`src/design/ultc_pkg.sv`:
```
// constants for the usb line termination control block
`default_nettype none
package ultc_pkg;
  // register byte offsets
  localparam logic [7:0] ULTC_OFF_USB_CTL = 8'h00;
  localparam logic [7:0] ULTC_OFF_OTG_CTL = 8'h04;
  localparam logic [7:0] ULTC_OFF_PWR_CTL = 8'h08;
  localparam logic [7:0] ULTC_OFF_STATUS = 8'h0C;
  // usb_control_reg fields
  localparam int ULTC_BIT_USB_EN = 0;
  localparam int ULTC_BIT_HOST_EN = 3;
  // otg_control_reg fields
  localparam int ULTC_BIT_OTG_EN = 2;
  localparam int ULTC_BIT_DM_PD = 4;
  localparam int ULTC_BIT_DP_PD = 5;
  localparam int ULTC_BIT_DP_PU = 7;
  // power control fields
  localparam int ULTC_BIT_PWR_ON = 0;
  localparam int ULTC_BIT_VBUS_GEN = 1;
  localparam int ULTC_BIT_EXT_XCVR = 2;
  // status fields
  localparam int ULTC_BIT_ST_SESS = 0;
  localparam int ULTC_BIT_ST_PU = 1;
  localparam int ULTC_BIT_ST_DP_PD = 2;
  localparam int ULTC_BIT_ST_DM_PD = 3;
  localparam int ULTC_BIT_ST_SUSP = 4;
  localparam int ULTC_BIT_ST_VBUS = 5;
  // reset values
  localparam logic [7:0] ULTC_RST_REG = 8'h00;
  // write masks of implemented bits
  localparam logic [7:0] ULTC_MASK_USB_CTL = 8'h09;
  localparam logic [7:0] ULTC_MASK_OTG_CTL = 8'hB4;
  localparam logic [7:0] ULTC_MASK_PWR_CTL = 8'h07;
  // axi responses
  localparam logic [1:0] ULTC_RESP_OKAY = 2'h0;
  localparam logic [1:0] ULTC_RESP_SLVERR = 2'h2;
endpackage
`default_nettype wire

```
`src/design/ultc_top.sv`:
```
// usb data-line termination control with an axi4-lite register slave
// Function
// - device role: pull-up on when module enable and power on are set.
// - override enable makes pull-up follow the pull-up override bit 7.
// - low bus voltage below session valid forces pull-up off.
// - host role enable bit 3 connects both data-line pull-downs.
// - override enable gives pull-downs individually to bits 5:4.
// - suspend never releases the pull-up.
// - external transceiver pins carry pull-up, pull-downs, vbus control.
`default_nettype none
module ultc_top
  import ultc_pkg::*;
#(
  parameter int ADDR_W = 8
)(
  // clock and reset
  input wire logic clock,
  input wire logic rstn,
  // axi4-lite write address
  input wire logic [ADDR_W-1:0] s_axi_awaddr,
  input wire logic [2:0] s_axi_awprot,
  input wire logic s_axi_awvalid,
  output logic s_axi_awready,
  // axi4-lite write data
  input wire logic [31:0] s_axi_wdata,
  input wire logic [3:0] s_axi_wstrb,
  input wire logic s_axi_wvalid,
  output logic s_axi_wready,
  // axi4-lite write response
  output logic [1:0] s_axi_bresp,
  output logic s_axi_bvalid,
  input wire logic s_axi_bready,
  // axi4-lite read address
  input wire logic [ADDR_W-1:0] s_axi_araddr,
  input wire logic [2:0] s_axi_arprot,
  input wire logic s_axi_arvalid,
  output logic s_axi_arready,
  // axi4-lite read data
  output logic [31:0] s_axi_rdata,
  output logic [1:0] s_axi_rresp,
  output logic s_axi_rvalid,
  input wire logic s_axi_rready,
  // line status
  input wire logic vbus_session_valid,
  input wire logic bus_suspended,
  // on-chip termination
  output logic dplus_pullup_on,
  output logic dplus_pulldown_on,
  output logic dminus_pulldown_on,
  output logic vbus_gen_on,
  // external transceiver interface
  output logic ext_dplus_pullup,
  output logic ext_dplus_pulldown,
  output logic ext_dminus_pulldown,
  output logic ext_vbus_gen
);

  // register state
  logic [7:0] usb_control_reg, next_usb_control_reg;
  logic [7:0] otg_control_reg, next_otg_control_reg;
  logic [7:0] pwr_control_reg, next_pwr_control_reg;
  // write channel state
  logic aw_held, next_aw_held;
  logic w_held, next_w_held;
  logic [ADDR_W-1:0] aw_addr, next_aw_addr;
  logic [31:0] w_data, next_w_data;
  logic [3:0] w_strb, next_w_strb;
  logic bvalid, next_bvalid;
  logic [1:0] bresp, next_bresp;
  // read channel state
  logic rvalid, next_rvalid;
  logic [1:0] rresp, next_rresp;
  logic [31:0] rdata, next_rdata;
  // line side
  logic sess_meta, sess_sync;
  logic next_pu, next_dp_pd, next_dm_pd;
  logic pu, dp_pd, dm_pd;
  logic [7:0] status_reg;
  logic do_write;
  logic wr_hit;

  // comparator is asynchronous to clock
  always_ff @(posedge clock or negedge rstn)
  begin
    if (!rstn)
    begin
      sess_meta <= 1'b0;
      sess_sync <= 1'b0;
    end
    else
    begin
      sess_meta <= vbus_session_valid;
      sess_sync <= sess_meta;
    end
  end

  // termination decision
  always_comb
  begin
    next_pu = 1'b0;
    next_dp_pd = 1'b0;
    next_dm_pd = 1'b0;
    if (otg_control_reg[ULTC_BIT_OTG_EN])
    begin
      next_pu = otg_control_reg[ULTC_BIT_DP_PU];
      next_dp_pd = otg_control_reg[ULTC_BIT_DP_PD];
      next_dm_pd = otg_control_reg[ULTC_BIT_DM_PD];
    end
    else
    begin
      next_pu = usb_control_reg[ULTC_BIT_USB_EN] &
                pwr_control_reg[ULTC_BIT_PWR_ON] &
                !usb_control_reg[ULTC_BIT_HOST_EN];
      next_dp_pd = usb_control_reg[ULTC_BIT_HOST_EN];
      next_dm_pd = usb_control_reg[ULTC_BIT_HOST_EN];
    end
    if (!sess_sync)
      next_pu = 1'b0;
    // suspend deliberately not a term here
  end

  always_ff @(posedge clock or negedge rstn)
  begin
    if (!rstn)
    begin
      pu <= 1'b0;
      dp_pd <= 1'b0;
      dm_pd <= 1'b0;
    end
    else
    begin
      pu <= next_pu;
      dp_pd <= next_dp_pd;
      dm_pd <= next_dm_pd;
    end
  end

  // steer to on-chip or external transceiver
  assign dplus_pullup_on = pu & !pwr_control_reg[ULTC_BIT_EXT_XCVR];
  assign dplus_pulldown_on = dp_pd & !pwr_control_reg[ULTC_BIT_EXT_XCVR];
  assign dminus_pulldown_on = dm_pd & !pwr_control_reg[ULTC_BIT_EXT_XCVR];
  assign vbus_gen_on = pwr_control_reg[ULTC_BIT_VBUS_GEN] &
                       !pwr_control_reg[ULTC_BIT_EXT_XCVR];
  assign ext_dplus_pullup = pu & pwr_control_reg[ULTC_BIT_EXT_XCVR];
  assign ext_dplus_pulldown = dp_pd & pwr_control_reg[ULTC_BIT_EXT_XCVR];
  assign ext_dminus_pulldown = dm_pd & pwr_control_reg[ULTC_BIT_EXT_XCVR];
  assign ext_vbus_gen = pwr_control_reg[ULTC_BIT_VBUS_GEN] &
                        pwr_control_reg[ULTC_BIT_EXT_XCVR];

  always_comb
  begin
    status_reg = 8'h00;
    status_reg[ULTC_BIT_ST_SESS] = sess_sync;
    status_reg[ULTC_BIT_ST_PU] = pu;
    status_reg[ULTC_BIT_ST_DP_PD] = dp_pd;
    status_reg[ULTC_BIT_ST_DM_PD] = dm_pd;
    status_reg[ULTC_BIT_ST_SUSP] = bus_suspended;
    status_reg[ULTC_BIT_ST_VBUS] = pwr_control_reg[ULTC_BIT_VBUS_GEN];
  end

  // address and data may arrive in either order
  assign s_axi_awready = !aw_held;
  assign s_axi_wready = !w_held;
  assign s_axi_arready = !rvalid;
  assign s_axi_bvalid = bvalid;
  assign s_axi_bresp = bresp;
  assign s_axi_rvalid = rvalid;
  assign s_axi_rresp = rresp;
  assign s_axi_rdata = rdata;
  assign do_write = aw_held & w_held & !bvalid;
  assign wr_hit = (aw_addr == ULTC_OFF_USB_CTL) |
                  (aw_addr == ULTC_OFF_OTG_CTL) |
                  (aw_addr == ULTC_OFF_PWR_CTL) |
                  (aw_addr == ULTC_OFF_STATUS);

  // write path; only byte lane 0 holds bits
  always_comb
  begin
    next_aw_held = aw_held;
    next_w_held = w_held;
    next_aw_addr = aw_addr;
    next_w_data = w_data;
    next_w_strb = w_strb;
    next_bvalid = bvalid;
    next_bresp = bresp;
    next_usb_control_reg = usb_control_reg;
    next_otg_control_reg = otg_control_reg;
    next_pwr_control_reg = pwr_control_reg;
    if (s_axi_awvalid && !aw_held)
    begin
      next_aw_held = 1'b1;
      next_aw_addr = s_axi_awaddr;
    end
    if (s_axi_wvalid && !w_held)
    begin
      next_w_held = 1'b1;
      next_w_data = s_axi_wdata;
      next_w_strb = s_axi_wstrb;
    end
    if (bvalid && s_axi_bready)
      next_bvalid = 1'b0;
    if (do_write)
    begin
      next_aw_held = 1'b0;
      next_w_held = 1'b0;
      next_bvalid = 1'b1;
      next_bresp = wr_hit ? ULTC_RESP_OKAY : ULTC_RESP_SLVERR;
      if (w_strb[0])
      begin
        if (aw_addr == ULTC_OFF_USB_CTL)
          next_usb_control_reg = w_data[7:0] & ULTC_MASK_USB_CTL;
        if (aw_addr == ULTC_OFF_OTG_CTL)
          next_otg_control_reg = w_data[7:0] & ULTC_MASK_OTG_CTL;
        if (aw_addr == ULTC_OFF_PWR_CTL)
          next_pwr_control_reg = w_data[7:0] & ULTC_MASK_PWR_CTL;
      end
    end
  end

  always_ff @(posedge clock or negedge rstn)
  begin
    if (!rstn)
    begin
      aw_held <= 1'b0;
      w_held <= 1'b0;
      aw_addr <= '0;
      w_data <= 32'h00000000;
      w_strb <= 4'h0;
      bvalid <= 1'b0;
      bresp <= ULTC_RESP_OKAY;
      usb_control_reg <= ULTC_RST_REG;
      otg_control_reg <= ULTC_RST_REG;
      pwr_control_reg <= ULTC_RST_REG;
    end
    else
    begin
      aw_held <= next_aw_held;
      w_held <= next_w_held;
      aw_addr <= next_aw_addr;
      w_data <= next_w_data;
      w_strb <= next_w_strb;
      bvalid <= next_bvalid;
      bresp <= next_bresp;
      usb_control_reg <= next_usb_control_reg;
      otg_control_reg <= next_otg_control_reg;
      pwr_control_reg <= next_pwr_control_reg;
    end
  end

  // read path
  always_comb
  begin
    next_rvalid = rvalid;
    next_rresp = rresp;
    next_rdata = rdata;
    if (rvalid && s_axi_rready)
      next_rvalid = 1'b0;
    if (s_axi_arvalid && !rvalid)
    begin
      next_rvalid = 1'b1;
      next_rresp = ULTC_RESP_OKAY;
      next_rdata = 32'h00000000;
      if (s_axi_araddr == ULTC_OFF_USB_CTL)
        next_rdata[7:0] = usb_control_reg;
      else if (s_axi_araddr == ULTC_OFF_OTG_CTL)
        next_rdata[7:0] = otg_control_reg;
      else if (s_axi_araddr == ULTC_OFF_PWR_CTL)
        next_rdata[7:0] = pwr_control_reg;
      else if (s_axi_araddr == ULTC_OFF_STATUS)
        next_rdata[7:0] = status_reg;
      else
        next_rresp = ULTC_RESP_SLVERR;
    end
  end

  always_ff @(posedge clock or negedge rstn)
  begin
    if (!rstn)
    begin
      rvalid <= 1'b0;
      rresp <= ULTC_RESP_OKAY;
      rdata <= 32'h00000000;
    end
    else
    begin
      rvalid <= next_rvalid;
      rresp <= next_rresp;
      rdata <= next_rdata;
    end
  end
endmodule
`default_nettype wire

```
`config.mk`:
```
export PLATFORM = sky130hd
export DESIGN_NAME = ultc_top
export DESIGN_NICKNAME = d
export VERILOG_FILES = /design/src/design/ultc_pkg.sv /design/src/design/ultc_top.sv
export SDC_FILE = /design/constraint.sdc
export NUM_CORES = 1
export LEC_CHECK = 0
export ABC_CLOCK_PERIOD_IN_PS = 4530
export BUFFER_PORTS_ARGS = -buffer_cell sky130_fd_sc_hd__buf_2
export CAP_MARGIN = 20
export CORE_UTILIZATION = 47
export DETAILED_ROUTE_END_ITERATION = 8
export PLACE_DENSITY_LB_ADDON = 0.05
export SYNTH_ARGS = -nofsm -noshare
export SYNTH_HDL_FRONTEND = slang
export SYNTH_SLANG_ARGS = --single-unit
```
`constraint.sdc`:
```
create_clock -name clock -period 4.53 [get_ports clock]
set_input_delay 0.2265 -clock clock [delete_from_list [all_inputs] [get_ports clock]]
set_output_delay 0.2265 -clock clock [all_outputs]
set_load 0.1 [all_outputs]
```
# [Word level (Yosys, flattened, before mapping)]
# Cells that the tools add are included.
[op_classes] n_eq_ne=6 mux=21 bitwise_logic=15 n_reduce_logical=20
[op_table] op="$eq 8x4->1 const B" count=4
[op_table] op="$eq 8x3->1 const B" count=2
[op_table] op="$logic_not 8->1" count=2
[op_table] op="$mux 8" count=2
[op_table] op="$and 1x1->1" count=12
[op_table] op="$mux 1" count=12
[op_table] op="$mux 6" count=2
[op_table] op="$mux 2" count=5
[op_table] op="$reduce_and 3->1" count=3
[op_table] op="$reduce_bool 2->1" count=4
[op_table] op="$logic_not 1->1" count=6
[op_table] op="$logic_and 1x1->1" count=5
[op_table] op="$or 1x1->1" count=3
[totals] register_bits=47 in_bits=67 out_inout_bits=49 wordCells=80

# [Logic depth before layout (Yosys ltp)]
[depth] ltp_word=5 mapped_depth=5 depth_no_buf=3

# [Worst setup path after synthesis]
# No wires, ideal clock.
[synth_path] kind="register to register" startpoint="reg bvalid (netlist: s_axi_bvalid)" endpoint="reg usb_control_reg[0]" setup_time_ns=0.125 arrival_time_ns=1.923 required_time_ns=4.405 slack_ns=2.482 path_stages_with_launch=4 path_buffers=0 period_less_slack_ns=2.048 cell_sequence="dfrtp_1 -> nand3b_1 -> nor4_2 -> mux2_2"
[synth_via] elab_chain_cells=3
[synth_rtl] item="start, declared" line="ultc_top.sv:68" source="logic bvalid, next_bvalid;"
[synth_rtl] item="start signal, assigned" line="ultc_top.sv:242" source="bvalid <= next_bvalid;"
[synth_rtl] item="$logic_not 1->1" line="ultc_top.sv:170" source="assign do_write = aw_held & w_held & !bvalid;"
[synth_rtl] item="$and 1x1->1" line="ultc_top.sv:170"
[synth_rtl] item="$reduce_and 3->1 (no source line)"
[synth_rtl] item="end signal, assigned" line="ultc_top.sv:244" source="usb_control_reg <= next_usb_control_reg;"
[synth_rtl] item="end, declared" line="ultc_top.sv:59" source="logic [7:0] usb_control_reg, next_usb_control_reg;"
# No other way between the ends.
# A chain may end at the register's enable or synchronous reset.

# [Worst setup path in the final report]
[layout_path] startpoint="reg aw_addr[1]" endpoint="reg otg_control_reg[5]"
[layout_via] elab_chain_cells=2
[layout_rtl] item="start, declared" line="ultc_top.sv:65" source="logic [ADDR_W-1:0] aw_addr, next_aw_addr;"
[layout_rtl] item="start signal, assigned" line="ultc_top.sv:239" source="aw_addr <= next_aw_addr;"
[layout_rtl] item="$eq 8x3->1" line="ultc_top.sv:212" source="if (aw_addr == ULTC_OFF_OTG_CTL)"
[layout_rtl] item="$reduce_and 3->1 (no source line)"
[layout_rtl] item="end signal, assigned" line="ultc_top.sv:245" source="otg_control_reg <= next_otg_control_reg;"
[layout_rtl] item="end, declared" line="ultc_top.sv:60" source="logic [7:0] otg_control_reg, next_otg_control_reg;"
# No other way between the ends.

==> metrics <==
htree depth=2; CTS max path bufs=2; PortBufs=54; Final Cell Area=approximately 2400 um2; Worst Tran Pin Value=0.949 ns; share of layout cells above drive strength 1=0.415; root buffer cell=clkbuf_8; TritonCTS clock tree=built; row count=23; drt via density=just under 5; n_diodes=0; Netlist Area Pre-Place=slightly above 2000 um2; largest net degree at the start of global routing=44; First-pass DRT Iterations=4; dpl hpwl=between 2 and 3 mm; Post-CTS Setup Inserts=0; Final TNS setup=0 ns; clk_skew=0.00605 ns; Critical Path AT=around 2.0 ns; vias in the first global route=1200; leak pwr=1.19 nW; placed instance count=around 270; Core ar.=around 4000 um2; I/O pin count=approximately 120; via count=1370; switching power=around 0.57 mW; post-cts resize count=0; GR Util All Layers=0.173; Final Worst Setup Slack=about 2.7 ns; Hold Vio Cnt, Final=0; Seq cells post-synth=43; post-place setup slack=~2.7 ns; fin cells=between 200 and 300; crit-path cells=or4_4, nor4_4, mux2_2; die width=roughly 68 um; sequential area share after synthesis=0.520; Flop pwr share=0.432; Post-synth EDFFs=0; Worst EP required=between 4 and 5 ns; R2R Setup Slk=approximately 2.7 ns; RSZ-0062 raised after global routing=no; DRC=0; ranking of synthesized cells by area=dfrtp_1, mux2_2, buf_4; worst path buffer plus inverter count=0; Clock Latency Late Sink=just under 0.3 ns; Syn Area/Cell=between 10 and 15 um2; outcome=completed; Logic pwr share=0.395; Starting Density=0.503; wire length of the first global-routing pass=around 5.7 mm; Nets=295; Post-Syn Instances=between 150 and 200; post-synth cell types=31; crit path launch type=flip-flop; Slew HR=0.368; post-route ant nets=0; Initial DRC Count=59; Fmax achieved=0.536 GHz; per-cell routed wire length=roughly 13 um; initial antenna violation count=0; Placer Congestion=0.724; Clock transition at path regs=~0.070 ns; Top reg by flops=aw_addr; commonest cells in the netlist=dfrtp_1, mux2_2, buf_4; # clock sinks=43; Slowest-stage cell, CP=or4_4; switching share of power=0.436; CTS buffer count=5; Tmin final=~1.9 ns; cell taking the most area after synthesis=dfrtp_1; final WL=3.64 mm; Pwr Density=558 nW/um2; maxcap violations=0; Layout area overhead=13.9%; share of the synthesized area in the top cell type=0.520; Setup CP Type=flip-flop to flip-flop; Synth async-reset ratio=1.00; Top FF cell, synth=dfrtp_1; most frequent cell after synthesis=dfrtp_1; Clk pwr share=0.173; Peak VDD IR=between 400 and 500 uV; Final setup violation count=0; largest delay contributor family on the critical path=simple AND/OR/NAND/NOR gates; final global-route overflow total=0; Post-CTS Hold Buffers=0; Die Area=about 4700 um2; fin crit share=0.412; Die H=roughly 68 um; Hold WC Path Type=primary input to flip-flop; max-slew violations=0; crit-path max cell delay=about 0.6 ns; placed inst area=roughly 2300 um2; Worst setup EP type=flip-flop; yosys warns=0; Critical Path Fanout Max=4; internal power=around 0.74 mW; Largest register FFs=8
## final timing paths
| check | from | end | depth (start not counted) |
|---|---|---|---|
| worst max-delay path | aw_addr[1] | otg_control_reg[5] | 3 |
| worst min-delay path | vbus_session_valid | sess_meta | 1 |
| worst max register to register | aw_addr[1] | otg_control_reg[5] | 3 |
| worst min register to register | sess_meta | sess_sync | 0 |
| max in group asynchronous | rstn | aw_addr[0] | 1 |
| min in group asynchronous | rstn | s_axi_rdata[2] | 1 |
## power by group through the flow
stage	Combinational (mW)	Sequential [mW]	Clock, mW
finish	0.519	0.568	0.227
detailed placement	0.521	0.577	0
floorplan	0.419	0.605	0
global route	0.550	0.587	0.250
CTS	0.522	0.569	0.236
global placement	0.512	0.570	0
## final cells by class
cell class | count | area, um2
clock buffers | 7 | 76.3
multi-input cells | 118 | 842
flip-flops and latches | 43 | 1080
fillers | 378 | 1760
inverters | 6 | 22.5
clock inverters | 1 | 5.00
repair buffers | 54 | 270
well taps | 50 | 62.6
## cells in the final DEF, fill, tap and decap left out, drive strengths merged, types with 5 or more instances in the layout
| master | count |
|---|---|
| buf | 54 |
| dfrtp | 43 |
| mux2 | 29 |
| conb | 27 |
| nand2 | 13 |
| nor2b | 7 |
| clkbuf | 7 |
| inv | 6 |
| o31ai | 5 |
## cell families after synthesis
| family | after synthesis | synth area share |
|---|---|---|
| mux | 32 | 0.172 |
| buf+inv | 39 | 0.120 |
| flops | 43 | 0.520 |
| simple gates | 44 | 0.136 |
| other cells | 1 | 0.00181 |
| compound gates | 15 | 0.0496 |
## layer usage
| layer | routed length [um] | up-vias | GRT usage |
|---|---|---|---|
| li1 | - | 651 | - |
| met1 | 1590 | 644 | 0.219 |
| met2 | 1750 | 70 | 0.276 |
| met3 | 248 | 5 | 0.0450 |
| met4 | 48 | 0 | 0.0781 |
| met5 | 0 | - | 0 |
## metrics by stage
stage          hold WS, ns  power, mW   util
2_1_floorplan      -0.0691       1.02      -
4_1_cts             0.0297       1.33  0.572
3_3_place_gp         0.335       1.08  0.552
5_1_grt             0.0301       1.39  0.572
6_report            0.0445       1.31  0.572
3_5_place_dp         0.336       1.10  0.552
No activity file was read; power rests on OpenSTA's default activity.
